## src/common/aecb_pkg.sv

```systemverilog
// What this block does
// - Control bit 0 runs the exposure loop, bit 1 reinitialises the loop filter, bit 2 holds filter and gains.
// - Control bit 3 low feeds every pixel of a channel into the statistics, high only every fourth one.
// - Control bit 4 high gives the first amplifier stage gain priority over the second, low the reverse; resets high.
// - Red, first green, second green and blue samples are scaled by 10-bit 3.7 unsigned weights resetting to 128.
// - A read-only status word shows the 10-bit measured average and, in bit 12, whether the filter has settled.
//
// Purpose: Shared constants for the auto exposure configuration bank.
// Assumes: AXI4-Lite, 32-bit data, register index times four is the byte address.
// Notes:   Loop tuning figures are plain defaults.
package aecb_pkg;
  localparam int ADDR_W = 8;

  // Register indices
  localparam logic [5:0] IDX_CTRL      = 6'h00;
  localparam logic [5:0] IDX_TARGET    = 6'h01;
  localparam logic [5:0] IDX_RED       = 6'h02;
  localparam logic [5:0] IDX_GREEN1    = 6'h03;
  localparam logic [5:0] IDX_GREEN2    = 6'h04;
  localparam logic [5:0] IDX_BLUE      = 6'h05;
  localparam logic [5:0] IDX_STATUS    = 6'h1A;

  // Control and status bit positions
  localparam int CTRL_RUN     = 0;
  localparam int CTRL_RESTART = 1;
  localparam int CTRL_FREEZE  = 2;
  localparam int CTRL_SUBSAMP = 3;
  localparam int CTRL_AMP_PRI = 4;
  localparam int STAT_LOCKED  = 12;

  // Reset values
  localparam logic [4:0]  RST_CTRL   = 5'h10;
  localparam logic [15:0] RST_TARGET = 16'h60b8;
  localparam logic [9:0]  RST_WEIGHT = 10'h080;

  // Weight format: fraction bits
  localparam int WEIGHT_FRAC = 7;

  // Loop behaviour
  localparam int          AVG_SHIFT    = 4;
  localparam logic [9:0]  LOCK_BAND    = 10'h008;
  localparam logic [15:0] EXP_MIN      = 16'h0001;
  localparam logic [15:0] EXP_MAX      = 16'h03ff;
  localparam logic [15:0] EXP_INIT     = 16'h0001;
  localparam logic [1:0]  GAIN1_MAX    = 2'h1;
  localparam logic [1:0]  GAIN2_MAX    = 2'h3;

  // Bus responses
  localparam logic [1:0]  RESP_OKAY    = 2'h0;
  localparam logic [1:0]  RESP_SLVERR  = 2'h2;
endpackage : aecb_pkg

```

## src/design/aecb_top.sv

```systemverilog
// Purpose: Auto exposure configuration bank with statistics and loop, AXI4-Lite slave.
// Assumes: Pixel stream and frame marker come from logic on CLK.
// Notes:   Unmapped accesses answer SLVERR; reads of them return zero.
`timescale 1ns/1ns
module aecb_top
  import aecb_pkg::*;
(
  input  wire logic                CLK,
  input  wire logic                RESETN,
  input  wire logic [ADDR_W-1:0]   S_AXI_AWADDR,
  input  wire logic [2:0]          S_AXI_AWPROT,
  input  wire logic                S_AXI_AWVALID,
  output logic                     S_AXI_AWREADY,
  input  wire logic [31:0]         S_AXI_WDATA,
  input  wire logic [3:0]          S_AXI_WSTRB,
  input  wire logic                S_AXI_WVALID,
  output logic                     S_AXI_WREADY,
  output logic [1:0]               S_AXI_BRESP,
  output logic                     S_AXI_BVALID,
  input  wire logic                S_AXI_BREADY,
  input  wire logic [ADDR_W-1:0]   S_AXI_ARADDR,
  input  wire logic [2:0]          S_AXI_ARPROT,
  input  wire logic                S_AXI_ARVALID,
  output logic                     S_AXI_ARREADY,
  output logic [31:0]              S_AXI_RDATA,
  output logic [1:0]               S_AXI_RRESP,
  output logic                     S_AXI_RVALID,
  input  wire logic                S_AXI_RREADY,
  input  wire logic                PIX_VALID,
  input  wire logic [9:0]          PIX_DATA,
  input  wire logic [1:0]          PIX_COLOR,
  input  wire logic                FRAME_END,
  output logic [15:0]              EXPOSURE,
  output logic [1:0]               GAIN_STAGE1,
  output logic [1:0]               GAIN_STAGE2,
  output logic                     LOOP_LOCKED
);
  import aecb_pkg::*;

  // Register storage
  logic [4:0]        ctrl_reg;
  logic [15:0]       target_reg;
  logic [9:0]        weight_reg [4];

  // Write channel state
  logic              aw_have_reg;
  logic              w_have_reg;
  logic [ADDR_W-1:0] aw_addr_reg;
  logic [31:0]       w_data_reg;
  logic [3:0]        w_strb_reg;
  logic              awready_reg;
  logic              wready_reg;
  logic              bvalid_reg;
  logic [1:0]        bresp_reg;

  // Read channel state
  logic              arready_reg;
  logic              rvalid_reg;
  logic [31:0]       rdata_reg;
  logic [1:0]        rresp_reg;

  // Statistics state
  logic [1:0]        sub_cnt_reg [4];
  logic [9:0]        avg_reg;

  // Filter outputs
  logic [15:0]       exposure_q;
  logic [1:0]        gain1_q;
  logic [1:0]        gain2_q;
  logic              locked_q;

  // Control decode
  wire loop_run   = ctrl_reg[CTRL_RUN];
  wire restart    = ctrl_reg[CTRL_RESTART];
  wire freeze     = ctrl_reg[CTRL_FREEZE];
  wire subsample  = ctrl_reg[CTRL_SUBSAMP];
  wire amp_pri    = ctrl_reg[CTRL_AMP_PRI];

  // Write address decode
  wire aw_take    = S_AXI_AWVALID && awready_reg;
  wire w_take     = S_AXI_WVALID && wready_reg;
  wire do_write   = aw_have_reg && w_have_reg && !bvalid_reg;
  wire [5:0] w_idx = aw_addr_reg[7:2];
  wire w_ctrl     = (w_idx == IDX_CTRL);
  wire w_target   = (w_idx == IDX_TARGET);
  wire w_weight   = (w_idx >= IDX_RED) && (w_idx <= IDX_BLUE);
  wire w_status   = (w_idx == IDX_STATUS);
  wire w_mapped   = w_ctrl || w_target || w_weight || w_status;
  wire [1:0] w_sel = 2'(w_idx - IDX_RED);
  wire [15:0] w_lane_mask = {{8{w_strb_reg[1]}}, {8{w_strb_reg[0]}}};

  // Merged values honour byte strobes on the low two lanes
  wire [15:0] ctrl_merged   = ({11'h000, ctrl_reg} & ~w_lane_mask) | (w_data_reg[15:0] & w_lane_mask);
  wire [15:0] target_merged = (target_reg & ~w_lane_mask) | (w_data_reg[15:0] & w_lane_mask);
  wire [15:0] weight_merged = ({6'h00, weight_reg[w_sel]} & ~w_lane_mask) | (w_data_reg[15:0] & w_lane_mask);

  // Read address decode
  wire ar_take    = S_AXI_ARVALID && arready_reg;
  wire [5:0] r_idx = S_AXI_ARADDR[7:2];
  wire r_weight   = (r_idx >= IDX_RED) && (r_idx <= IDX_BLUE);
  wire [1:0] r_sel = 2'(r_idx - IDX_RED);
  wire [31:0] status_word = {19'h00000, locked_q, 2'h0, avg_reg};
  wire r_mapped   = (r_idx == IDX_CTRL) || (r_idx == IDX_TARGET) || r_weight || (r_idx == IDX_STATUS);
  wire [31:0] r_word = (r_idx == IDX_CTRL)   ? {27'h0000000, ctrl_reg} :
                       (r_idx == IDX_TARGET) ? {16'h0000, target_reg} :
                       r_weight              ? {22'h000000, weight_reg[r_sel]} :
                       (r_idx == IDX_STATUS) ? status_word : 32'h0000_0000;

  wire [9:0]  pix_weight = weight_reg[PIX_COLOR];
  wire [19:0] pix_prod   = PIX_DATA * pix_weight;
  wire [12:0] pix_scaled = pix_prod[19:WEIGHT_FRAC];
  wire [9:0]  pix_sat    = (pix_scaled > 13'h03ff) ? 10'h3ff : pix_scaled[9:0];

  // every fourth pixel of the channel when subsampling
  wire pix_keep   = !subsample || (sub_cnt_reg[PIX_COLOR] == 2'h0);
  wire stats_en   = loop_run && !freeze && !restart;
  wire pix_use    = PIX_VALID && stats_en && pix_keep;

  // Running average of the weighted samples
  wire signed [11:0] avg_diff = $signed({2'b00, pix_sat}) - $signed({2'b00, avg_reg});
  wire signed [11:0] avg_adj  = avg_diff >>> AVG_SHIFT;
  wire [11:0] avg_sum  = 12'({2'b00, avg_reg} + avg_adj);
  wire [9:0]  avg_next = (avg_adj == 12'sh000) ? (avg_diff[11] ? avg_reg - 10'h001 :
                         (avg_diff != 12'sh000) ? avg_reg + 10'h001 : avg_reg) : avg_sum[9:0];

  // loop steps once a frame only while running and not held
  wire filter_step = FRAME_END && stats_en;

  // Write channel: address and data accepted in either order
  always_ff @(posedge CLK or negedge RESETN) begin
    if (!RESETN) begin
      aw_have_reg <= 1'b0;
      w_have_reg  <= 1'b0;
      aw_addr_reg <= '0;
      w_data_reg  <= 32'h0000_0000;
      w_strb_reg  <= 4'h0;
      awready_reg <= 1'b1;
      wready_reg  <= 1'b1;
    end else begin
      if (aw_take) begin
        aw_have_reg <= 1'b1;
        aw_addr_reg <= S_AXI_AWADDR;
        awready_reg <= 1'b0;
      end else if (do_write) begin
        aw_have_reg <= 1'b0;
      end
      if (w_take) begin
        w_have_reg <= 1'b1;
        w_data_reg <= S_AXI_WDATA;
        w_strb_reg <= S_AXI_WSTRB;
        wready_reg <= 1'b0;
      end else if (do_write) begin
        w_have_reg <= 1'b0;
      end
      if (bvalid_reg && S_AXI_BREADY) begin
        awready_reg <= 1'b1;
        wready_reg  <= 1'b1;
      end
    end
  end

  always_ff @(posedge CLK or negedge RESETN) begin
    if (!RESETN) begin
      bvalid_reg <= 1'b0;
      bresp_reg  <= RESP_OKAY;
    end else if (do_write) begin
      bvalid_reg <= 1'b1;
      bresp_reg  <= w_mapped ? RESP_OKAY : RESP_SLVERR;
    end else if (S_AXI_BREADY) begin
      bvalid_reg <= 1'b0;
    end
  end

  // Register updates; status is read-only and ignores writes
  always_ff @(posedge CLK or negedge RESETN) begin
    if (!RESETN) begin
      ctrl_reg      <= RST_CTRL;
      target_reg    <= RST_TARGET;
      for (int i = 0; i < 4; i++) begin
        weight_reg[i] <= RST_WEIGHT;
      end
    end else if (do_write) begin
      if (w_ctrl) begin
        ctrl_reg <= ctrl_merged[4:0];
      end
      if (w_target) begin
        target_reg <= target_merged;
      end
      if (w_weight) begin
        weight_reg[w_sel] <= weight_merged[9:0];
      end
    end
  end

  // Read channel
  always_ff @(posedge CLK or negedge RESETN) begin
    if (!RESETN) begin
      arready_reg <= 1'b1;
      rvalid_reg  <= 1'b0;
      rdata_reg   <= 32'h0000_0000;
      rresp_reg   <= RESP_OKAY;
    end else if (ar_take) begin
      arready_reg <= 1'b0;
      rvalid_reg  <= 1'b1;
      rdata_reg   <= r_word;
      rresp_reg   <= r_mapped ? RESP_OKAY : RESP_SLVERR;
    end else if (rvalid_reg && S_AXI_RREADY) begin
      arready_reg <= 1'b1;
      rvalid_reg  <= 1'b0;
    end
  end

  // Statistics: subsample counters and running average
  always_ff @(posedge CLK or negedge RESETN) begin
    if (!RESETN) begin
      avg_reg <= 10'h000;
      for (int i = 0; i < 4; i++) begin
        sub_cnt_reg[i] <= 2'h0;
      end
    end else if (restart) begin
      avg_reg <= 10'h000;
      for (int i = 0; i < 4; i++) begin
        sub_cnt_reg[i] <= 2'h0;
      end
    end else if (PIX_VALID && stats_en) begin
      sub_cnt_reg[PIX_COLOR] <= sub_cnt_reg[PIX_COLOR] + 2'h1;
      if (pix_use) begin
        avg_reg <= avg_next;
      end
    end
  end

  aecb_filter u_filter (
    .clk          (CLK),
    .resetn       (RESETN),
    .step         (filter_step),
    .restart      (restart),
    .amp_pri      (amp_pri),
    .target       (target_reg[9:0]),
    .average      (avg_reg),
    .exposure_reg (exposure_q),
    .gain1_reg    (gain1_q),
    .gain2_reg    (gain2_q),
    .locked_reg   (locked_q)
  );

  assign S_AXI_AWREADY = awready_reg;
  assign S_AXI_WREADY  = wready_reg;
  assign S_AXI_BVALID  = bvalid_reg;
  assign S_AXI_BRESP   = bresp_reg;
  assign S_AXI_ARREADY = arready_reg;
  assign S_AXI_RVALID  = rvalid_reg;
  assign S_AXI_RDATA   = rdata_reg;
  assign S_AXI_RRESP   = rresp_reg;
  assign EXPOSURE      = exposure_q;
  assign GAIN_STAGE1   = gain1_q;
  assign GAIN_STAGE2   = gain2_q;
  assign LOOP_LOCKED   = locked_q;
endmodule : aecb_top

```

## src/design/aecb_filter.sv

```systemverilog
// Purpose: Frame-rate exposure and gain loop filter.
// Assumes: One step pulse per frame, already gated by run and freeze.
// Notes:   Brightening uses exposure first, then gain; darkening undoes gain first.
`timescale 1ns/1ns
module aecb_filter
  import aecb_pkg::*;
(
  input  wire logic        clk,
  input  wire logic        resetn,
  input  wire logic        step,
  input  wire logic        restart,
  input  wire logic        amp_pri,
  input  wire logic [9:0]  target,
  input  wire logic [9:0]  average,
  output logic      [15:0] exposure_reg,
  output logic      [1:0]  gain1_reg,
  output logic      [1:0]  gain2_reg,
  output logic             locked_reg
);
  logic signed [10:0] err;
  logic        [9:0]  err_abs;
  logic               settled;
  logic               brighten;
  logic               darken;
  logic        [16:0] exp_up;
  logic        [16:0] exp_dn;
  logic        [15:0] exp_step;
  logic               exp_top;
  logic               exp_bottom;
  logic               g1_up;
  logic               g2_up;
  logic               g1_dn;
  logic               g2_dn;

  assign err        = $signed({1'b0, target}) - $signed({1'b0, average});
  assign err_abs    = err[10] ? 10'(-err) : err[9:0];
  assign settled    = (err_abs <= LOCK_BAND);
  assign brighten   = step && !settled && !err[10];
  assign darken     = step && !settled && err[10];
  // Step grows with the error so large misses close in few frames
  assign exp_step   = {8'h00, err_abs[9:2]} + 16'h0001;
  assign exp_up     = {1'b0, exposure_reg} + {1'b0, exp_step};
  assign exp_dn     = {1'b0, exposure_reg} - {1'b0, exp_step};
  assign exp_top    = (exposure_reg >= EXP_MAX);
  assign exp_bottom = (exposure_reg <= EXP_MIN);

  // priority stage rises first and falls last
  assign g1_up = brighten && exp_top && (amp_pri ? (gain1_reg < GAIN1_MAX)
                                                 : (gain2_reg == GAIN2_MAX) && (gain1_reg < GAIN1_MAX));
  assign g2_up = brighten && exp_top && (amp_pri ? (gain1_reg == GAIN1_MAX) && (gain2_reg < GAIN2_MAX)
                                                 : (gain2_reg < GAIN2_MAX));
  assign g2_dn = darken && (amp_pri ? (gain2_reg != 2'h0) : (gain1_reg == 2'h0) && (gain2_reg != 2'h0));
  assign g1_dn = darken && (amp_pri ? (gain2_reg == 2'h0) && (gain1_reg != 2'h0) : (gain1_reg != 2'h0));

  always_ff @(posedge clk or negedge resetn) begin
    if (!resetn) begin
      exposure_reg <= EXP_INIT;
      gain1_reg    <= 2'h0;
      gain2_reg    <= 2'h0;
      locked_reg   <= 1'b0;
    end else if (restart) begin
      exposure_reg <= EXP_INIT;
      gain1_reg    <= 2'h0;
      gain2_reg    <= 2'h0;
      locked_reg   <= 1'b0;
    end else begin
      if (step) begin
        locked_reg <= settled;
      end
      if (brighten && !exp_top) begin
        exposure_reg <= (exp_up > {1'b0, EXP_MAX}) ? EXP_MAX : exp_up[15:0];
      end else if (darken && (gain1_reg == 2'h0) && (gain2_reg == 2'h0) && !exp_bottom) begin
        exposure_reg <= (exp_dn[16] || (exp_dn < {1'b0, EXP_MIN})) ? EXP_MIN : exp_dn[15:0];
      end
      if (g1_up) begin
        gain1_reg <= gain1_reg + 2'h1;
      end else if (g1_dn) begin
        gain1_reg <= gain1_reg - 2'h1;
      end
      if (g2_up) begin
        gain2_reg <= gain2_reg + 2'h1;
      end else if (g2_dn) begin
        gain2_reg <= gain2_reg - 2'h1;
      end
    end
  end
endmodule : aecb_filter

```

## config.mk

```make
export PLATFORM = sky130hd
export DESIGN_NAME = aecb_top
export DESIGN_NICKNAME = d
export VERILOG_FILES = /design/src/common/aecb_pkg.sv /design/src/design/aecb_top.sv /design/src/design/aecb_filter.sv
export SDC_FILE = /design/constraint.sdc
export NUM_CORES = 1
export LEC_CHECK = 0
export BUFFER_PORTS_ARGS = -buffer_cell sky130_fd_sc_hd__buf_4
export CAP_MARGIN = 20
export CORE_AREA = 2 2 155 157
export CTS_CLUSTER_DIAMETER = 50
export DETAILED_ROUTE_END_ITERATION = 8
export DIE_AREA = 0 0 157 159
export HOLD_SLACK_MARGIN = 0.08
export PLACE_DENSITY = 0.81
export SYNTH_ARGS = -nofsm -noshare
export SYNTH_HDL_FRONTEND = slang
export SYNTH_HIERARCHICAL = 1
export SYNTH_SLANG_ARGS = --single-unit
export TNS_END_PERCENT = 50
```

## constraint.sdc

```tcl
create_clock -name CLK -period 11.35 [get_ports CLK]
set_input_delay 0.5675 -clock CLK [delete_from_list [all_inputs] [get_ports CLK]]
set_output_delay 0.5675 -clock CLK [all_outputs]
set_load 0.01 [all_outputs]
```

==> results of run 1 <==
## metrics by stage
stage	util, %	hold WS, ns
2_1_floorplan	-	0.272
3_3_place_gp	63.9	0.464
3_5_place_dp	63.9	0.472
4_1_cts	66.5	0.216
5_1_grt	66.5	0.243
6_report	66.5	0.157
## per-layer routing
metal / GRT usage (%) / routed length (microns) / vias to the layer above
met5: 0 / 0 / -
met4: 10.9 / 1100 / 0
met3: 5.74 / 2620 / 86
met2: 47.5 / 16900 / 524
met1: 38.8 / 14700 / 5583
li1: - / - / 5303
## worst min-delay path by stage
stage / from / endpoint / slack, ns / cells after the start
2_1_floorplan: RESETN / S_AXI_BRESP[1] / 0.27 / 0
3_3_place_gp: S_AXI_RDATA[13] / S_AXI_RDATA[13] / 0.46 / 2
3_5_place_dp: S_AXI_RDATA[11] / S_AXI_RDATA[11] / 0.47 / 2
4_1_cts: RESETN / u_filter/exposure_reg[7] / 0.22 / 1
5_1_grt: RESETN / u_filter/exposure_reg[7] / 0.24 / 1
6_report: RESETN / u_filter/exposure_reg[7] / 0.16 / 1
## layout make-up
type / instances / area (sq um)
Multi-Input combinational cell: 1143 / 9470
Fill cell: 1747 / 7760
Sequential cell: 149 / 3750
Timing Repair Buffer: 101 / 762
Inverter: 121 / 454
Clock buffer: 18 / 439
Tap cell: 319 / 399
Clock inverter: 14 / 159
## synth_stat cells, types with 15 or more instances
master	count
xnor2_1	40
mux2_2	51
nor4_1	15
fa_1	67
nand3_1	35
mux4_2	32
a21o_1	23
xor2_1	24
nand2b_1	19
a21oi_1	59
o21ai_0	94
nand2_1	145
nor2b_1	17
dfrtp_1	134
clkbuf_1	28
nor2_1	75
nor3_1	20
buf_4	19
and2_1	70
dfstp_2	15
ha_1	114
mux2i_1	20
inv_1	121
## cells by family (layout without fill, tap and decap cells)
family                   after synthesis  in the layout  share of synthesized area, %
AO/OA/AOI/OAI                        324            324                          16.2
flip-flops                           149            149                          26.7
AND/OR/NAND/NOR                      451            451                          16.1
adder cells (fa/ha/maj)              181            181                          19.7
buffers and inverters                192            254                          6.28
multiplexers                         103            103                          10.7
other                                  1             18                        0.0267
XOR/XNOR                              66             66                          4.31
## worst register-to-register path, delay by kind of cell (launching register included)
| family | cells | cell delay, ns |
|---|---|---|
| fa+ha+maj | 8 | 3.54 |
| compound gates | 13 | 2.58 |
| simple gates | 11 | 2.24 |
| mux | 1 | 0.61 |
| buf+inv | 5 | 0.41 |
| flops | 1 | 0.41 |
==> flow_metrics.env, run 1 <==
export IMPL_worst_r2r_cell_count=38
export IMPL_clk_transition_reported_paths_ns=0.07
export IMPL_final_hold_viol_count=0
export IMPL_dp_cells=1832
export IMPL_nets=1793
export IMPL_design_core_area_sq_um=23200
export IMPL_area_delta_synth_final_pct=9.95
export IMPL_fin_setup_tns_ns=0
export IMPL_dominant_register_cell_in_the_synthesized_netlist="dfrtp_1"
export IMPL_synth_async_reset_ratio_pct=100
export IMPL_die_x_microns=157
export IMPL_grt_overflow_total=0
export IMPL_final_routed_drc_violation_total=0
export IMPL_critical_path_depth=39
export IMPL_end_kind="register"
export IMPL_cts_tree="built"
export IMPL_grt_usage_pct=29.2
export IMPL_post_cts_setup_buffers=0
export IMPL_worst_clock_skew_ns=0.00867
export IMPL_worst_setup_path_startpoint="PIX_COLOR[0]"
export IMPL_netlist_cell_type_count=99
export IMPL_path_buf_inv=6
export IMPL_rsz0062_at_grt="no"
export IMPL_crit_required_ns=11.66
export IMPL_grt_max_degree=83
export IMPL_clock_path_buffers=2
export IMPL_postPlaceCellArea_sq_um=14800
export IMPL_min_delay_path_class="input port to asynchronous set/reset pin"
export IMPL_critical_path_reg2reg_startpoint="weight_reg[6]"
export IMPL_commonest_cells_after_routing_fill_and_taps_aside="nand2_1 (145), dfrtp_1 (134), inv_1 (121)"
export IMPL_critical_path_slowest_cell="mux4_2"
export IMPL_worst_slew_pin_slew_ns=1.06
export IMPL_insertedDiodeCount=0
export IMPL_crit_type="input port to register"
export IMPL_ff2ff_setup_slack_ns=1.45
export IMPL_clk_insertion_delay_late_ns=0.43
export IMPL_postRouteWirelength_mm=35.3
export IMPL_cp_top_family="adder cells"
export IMPL_post_synth_top_area_fraction_pct=23.9
export IMPL_initial_util_pct=60.5
export IMPL_final_layout_size_suffix_gt1_share_pct=17.3
export IMPL_post_route_cell_area_sq_um=15400
export IMPL_setup_violations=0
export IMPL_route_detailed_vias_per_inst=6.16
export IMPL_timing_fmax_mhz=99.7
export IMPL_first_global_vias=11600
export IMPL_number_of_enable_type_register_cells_in_the_synthesized_netlist=0
export IMPL_globalplace_congestion=0.958
export IMPL_post_drt_wl_per_cell_microns=18.9
export IMPL_clock_sink_total=149
export IMPL_cts_htree_levels=4
export IMPL_cts_root_buf="clkbuf_16"
export IMPL_post_route_worst_setup_slack_ns=1.32
export IMPL_synth_yosys_seq_area_share_pct=26.7
export IMPL_maxCapViolations=0
export IMPL_grt_pass1_wl_mm=58.3
export IMPL_post_dp_hpwl_mm=25.7
export IMPL_final_cells=1865
export IMPL_layout_worst_path_cycle_share_pct=88.3
export IMPL_worst_setup_slack_after_placement_ns=1.04
export IMPL_drt_first_pass_iters=6
export IMPL_boundaryPins=141
export IMPL_syn_area_sq_um=14000
export IMPL_number_of_antenna_violations_at_the_first_check_in_global_routing=0
export IMPL_synth_warning_count=6
export IMPL_synthCells=1467
export IMPL_most_area_consuming_cells_after_synthesis="dfrtp_1 (24%), ha_1 (10%), fa_1 (9.6%)"
export IMPL_slowest_delay_ns=0.68
export IMPL_hold_buffers=0
export IMPL_antenna_violating_nets_post_route=0
export IMPL_arrival_ns=10.34
export IMPL_outcome="complete, no violations"
export IMPL_die_height_microns=159
export IMPL_slew_viol_final=0
export IMPL_cp_start_kind="input port"
export IMPL_cts_repair_resized=0
export IMPL_crit_path_to="avg_reg[9]"
export IMPL_io_port_bufs=94
export IMPL_most_common_cell_after_layout_fill_and_taps_aside="nand2_1"
export IMPL_maxSlewHeadroom_pct=29.1
export IMPL_die_area_sq_um=25000
export IMPL_cts_made_buffers=17
export IMPL_finalWorstPathRequiredPeriod_ns=10.03
export IMPL_synthDominantAreaCellType="dfrtp_1"
export IMPL_path_max_fanout=16
export IMPL_crit_reg2reg_capture="avg_reg[9]"
export IMPL_rows=56
export IMPL_yosys_register_bits=149
export IMPL_drt_iter0_markers=953
export IMPL_num_vias=11500
export IMPL_synth_area_per_cell_sq_um=9.57
Power of run 1 is left out: the tool's default activity adds up to more than one toggle a clock period on the data nets, which glitch-free logic cannot reach.
==> run 2, diff against run 1 <==
CORE_AREA = 2 2 127 191   (was 2 2 155 157)
DIE_AREA = 0 0 129 193   (was 0 0 157 159)
==> run 2 against run 1 <==
Effect of this change: sequential share of layout area barely moved; clock skew rose by 0.0032 ns; worst setup slack better by 0.042 ns; register-to-register slack lost 0.02 ns; non-clock buffer count rose by 1; hold slack got worse by 0.0088 ns; count of clock-buffer cells in the layout fell by 1; via count is 0.11% lower; cell count about the same; largest cell class unchanged.
==> flow_metrics.env, run 2 (synthesized netlist as in run 1, its figures left out) <==
export IMPL_outcome="complete, no violations"
export IMPL_crit_type="input port to register"
export IMPL_maxCapViolations=0
export IMPL_commonest_cells_after_routing_fill_and_taps_aside="nand2_1 (145), dfrtp_1 (134), inv_1 (121)"
export IMPL_boundaryPins=141
export IMPL_clk_insertion_delay_late_ns=0.44
export IMPL_timing_fmax_mhz=100
export IMPL_layout_worst_path_cycle_share_pct=88.0
export IMPL_maxSlewHeadroom_pct=27.9
export IMPL_setup_violations=0
export IMPL_number_of_antenna_violations_at_the_first_check_in_global_routing=0
export IMPL_hold_buffers=0
export IMPL_slew_viol_final=0
export IMPL_finalWorstPathRequiredPeriod_ns=9.99
export IMPL_cts_tree="built"
export IMPL_cts_repair_resized=0
export IMPL_nets=1794
export IMPL_grt_usage_pct=30.0
export IMPL_globalplace_congestion=0.988
export IMPL_antenna_violating_nets_post_route=0
export IMPL_drt_iter0_markers=622
export IMPL_critical_path_reg2reg_startpoint="weight_reg[6]"
export IMPL_post_cts_setup_buffers=0
export IMPL_clock_path_buffers=2
export IMPL_rsz0062_at_grt="no"
export IMPL_min_delay_path_class="input port to asynchronous set/reset pin"
export IMPL_grt_pass1_wl_mm=58.5
export IMPL_insertedDiodeCount=0
export IMPL_route_detailed_vias_per_inst=6.15
export IMPL_postRouteWirelength_mm=35.7
export IMPL_clk_transition_reported_paths_ns=0.07
export IMPL_post_dp_hpwl_mm=27.0
export IMPL_post_drt_wl_per_cell_microns=19.1
export IMPL_cp_top_family="adder cells"
export IMPL_design_core_area_sq_um=23400
export IMPL_end_kind="register"
export IMPL_die_x_microns=129
export IMPL_drt_first_pass_iters=5
export IMPL_cp_start_kind="input port"
export IMPL_area_delta_synth_final_pct=10.1
export IMPL_arrival_ns=10.30
export IMPL_initial_util_pct=60.0
export IMPL_die_height_microns=193
export IMPL_crit_required_ns=11.66
export IMPL_crit_reg2reg_capture="avg_reg[9]"
export IMPL_final_hold_viol_count=0
export IMPL_path_buf_inv=6
export IMPL_grt_overflow_total=0
export IMPL_worst_r2r_cell_count=38
export IMPL_num_vias=11500
export IMPL_first_global_vias=11700
export IMPL_grt_max_degree=82
export IMPL_worst_clock_skew_ns=0.0119
export IMPL_cts_made_buffers=17
export IMPL_clock_sink_total=149
export IMPL_fin_setup_tns_ns=0
export IMPL_most_common_cell_after_layout_fill_and_taps_aside="nand2_1"
export IMPL_worst_slew_pin_slew_ns=1.07
export IMPL_io_port_bufs=94
export IMPL_ff2ff_setup_slack_ns=1.43
export IMPL_final_routed_drc_violation_total=0
export IMPL_critical_path_slowest_cell="mux4_2"
export IMPL_die_area_sq_um=24900
export IMPL_rows=69
export IMPL_final_layout_size_suffix_gt1_share_pct=17.4
export IMPL_fillCellCount=1844
export IMPL_cts_htree_levels=4
export IMPL_cts_root_buf="clkbuf_16"
export IMPL_path_max_fanout=16
export IMPL_slowest_delay_ns=0.69
[run 2: metrics by stage]
step                      hold WS [ns]  setup slack, ns  cell area (sq um)  util [%]  std cells
after floorplan                  0.272             1.68              14100         -       1484
after global placement           0.465             1.15              14800      63.4       1832
after detailed placement         0.476            0.935              14800      63.4       1832
after CTS                        0.165             1.39              15400      66.0       1864
after global routing             0.194            0.697              15500      66.0       1866
final                            0.148             1.36              15500      66.0       1866
[run 2: worst max path at each step]
stage / slack (ns) / end / cells after the start / startpoint
4_1_cts: 1.39 / avg_reg[9] / 39 / PIX_COLOR[0]
6_report: 1.36 / avg_reg[9] / 39 / PIX_COLOR[0]
5_1_grt: 0.70 / avg_reg[9] / 36 / PIX_COLOR[0]
3_5_place_dp: 0.94 / avg_reg[9] / 39 / PIX_COLOR[0]
3_3_place_gp: 1.15 / avg_reg[9] / 39 / PIX_COLOR[0]
2_1_floorplan: 1.68 / avg_reg[9] / 40 / PIX_COLOR[0]
[run 2: cell type report]
| cell class | instances | area [sq um] | area share, % |
|---|---|---|---|
| inverters | 121 | 454 | 2.94 |
| flip-flops and latches | 149 | 3750 | 24.3 |
| multi-input cells | 1143 | 9470 | 61.3 |
| well taps | 319 | 399 | 2.58 |
| clock inverters | 15 | 186 | 1.21 |
| clock buffers | 17 | 425 | 2.75 |
| repair buffers | 102 | 769 | 4.98 |
[run 2: metal layers]
layer	GRT usage, %	share of wire [%]	vias to the layer above
met5	0	0	-
met4	17.9	6.1	0
met3	4.64	5.0	122
met2	54.5	53	404
met1	32.7	36	5661
li1	-	-	5296
Power of run 2 is left out for the same reason.
==> run 3, diff against run 2 <==
PLACE_DENSITY = 0.8   (was 0.81)
==> run 3 against run 2 <==
Effect of this change: cell area decreased by 0.36%; sequential share of layout area increased by 0.089 points; register-to-register slack got worse by 0.03 ns; clock skew is 0.0042 ns lower; global-route usage shrank 0.13 points; first-iteration DRC count rose by 3.1%; flip-flop and latch count unchanged; critical endpoint unchanged; fmax shrank 0.22%; cell count unchanged; critical path depth unchanged; count of clock-buffer cells in the layout up 1; routed wire length grew 0.28%.
==> flow_metrics.env, run 3 (synthesized netlist as in run 1, its figures left out) <==
export IMPL_outcome="complete, no violations"
export IMPL_design_core_area_sq_um=23400
export IMPL_insertedDiodeCount=0
export IMPL_hold_buffers=0
export IMPL_slowest_delay_ns=0.68
export IMPL_worst_r2r_cell_count=38
export IMPL_number_of_antenna_violations_at_the_first_check_in_global_routing=0
export IMPL_timing_fmax_mhz=99.9
export IMPL_fin_setup_tns_ns=0
export IMPL_post_dp_hpwl_mm=27.1
export IMPL_cts_repair_resized=0
export IMPL_postRouteWirelength_mm=35.8
export IMPL_area_delta_synth_final_pct=9.70
export IMPL_worst_setup_slack_after_placement_ns=1.01
export IMPL_initial_util_pct=60.0
export IMPL_route_detailed_vias_per_inst=6.14
export IMPL_cts_tree="built"
export IMPL_postPlaceCellArea_sq_um=14800
export IMPL_first_global_vias=11800
export IMPL_drt_iter0_markers=641
export IMPL_maxSlewHeadroom_pct=25.0
export IMPL_worst_slew_pin_slew_ns=1.11
export IMPL_post_route_worst_setup_slack_ns=1.34
export IMPL_final_layout_size_suffix_gt1_share_pct=17.4
export IMPL_commonest_cells_after_routing_fill_and_taps_aside="nand2_1 (145), dfrtp_1 (134), inv_1 (121)"
export IMPL_dp_cells=1833
export IMPL_nets=1794
export IMPL_clock_sink_total=149
export IMPL_crit_required_ns=11.67
export IMPL_min_delay_path_class="input port to asynchronous set/reset pin"
export IMPL_die_x_microns=129
export IMPL_clk_insertion_delay_late_ns=0.44
export IMPL_worst_clock_skew_ns=0.00771
export IMPL_arrival_ns=10.33
export IMPL_rsz0062_at_grt="no"
export IMPL_post_drt_wl_per_cell_microns=19.2
export IMPL_layout_worst_path_cycle_share_pct=88.2
export IMPL_post_route_cell_area_sq_um=15400
export IMPL_grt_usage_pct=29.8
export IMPL_post_cts_setup_buffers=0
export IMPL_cp_start_kind="input port"
export IMPL_crit_type="input port to register"
export IMPL_most_common_cell_after_layout_fill_and_taps_aside="nand2_1"
export IMPL_io_port_bufs=94
export IMPL_slew_viol_final=0
export IMPL_end_kind="register"
export IMPL_die_height_microns=193
export IMPL_final_hold_viol_count=0
export IMPL_drt_first_pass_iters=5
export IMPL_globalplace_congestion=0.991
export IMPL_path_max_fanout=16
export IMPL_final_routed_drc_violation_total=0
export IMPL_finalWorstPathRequiredPeriod_ns=10.01
export IMPL_clk_transition_reported_paths_ns=0.06
export IMPL_die_area_sq_um=24900
export IMPL_grt_overflow_total=0
export IMPL_rows=69
export IMPL_grt_pass1_wl_mm=58.0
export IMPL_setup_violations=0
export IMPL_final_cells=1866
export IMPL_antenna_violating_nets_post_route=0
export IMPL_maxCapViolations=0
export IMPL_cts_root_buf="clkbuf_16"
export IMPL_cts_made_buffers=17
export IMPL_grt_max_degree=82
export IMPL_cts_htree_levels=4
export IMPL_critical_path_slowest_cell="mux4_2"
export IMPL_boundaryPins=141
export IMPL_num_vias=11500
export IMPL_clock_path_buffers=2
## run 3: final cells by class
cell class                 instances  area (sq um)
timing repair buffer             102           764
sequential                       149          3750
clock buffer                      18           439
clock inverter                    14           121
tap                              319           399
fill                            1890          8000
multi-input combinational       1143          9470
inverter                         121           454
## run 3: path summary, 6_finish.rpt
path,start,endpoint,slack (ns)
max,PIX_COLOR[0],avg_reg[9],1.34
min,RESETN,aw_addr_reg[6],0.16
max reg2reg,weight_reg[6],avg_reg[9],1.40
min reg2reg,S_AXI_RDATA[10],S_AXI_RDATA[10],0.48
max in group asynchronous,RESETN,u_filter/exposure_reg[10],9.76
min in group CLK,S_AXI_ARVALID,S_AXI_ARREADY,0.27
## run 3: through the flow
stage | hold WS (ns) | utilization (%)
after floorplan | 0.272 | -
after global placement | 0.465 | 63.4
after detailed placement | 0.472 | 63.4
after CTS | 0.188 | 65.8
after global routing | 0.227 | 65.8
final | 0.164 | 65.8
## run 3: worst max-delay path: cells and delay by family
family,cells,cell delay [ns]
adders and majority gates,8,3.55
buffers and inverters,6,0.67
AOI/OAI and AO/OA,13,2.65
and+or+nand+nor,11,2.21
muxes,1,0.68
## run 3: metal layers
metal  GRT usage (%)  up-vias  wire length (microns)
met5               0        -                      0
met4            17.7        0                   2160
met3            4.55      124                   1460
met2            54.8      383                  18900
met1            32.1     5634                  13200
li1                -     5316                      -
Power of run 3 is left out for the same reason.
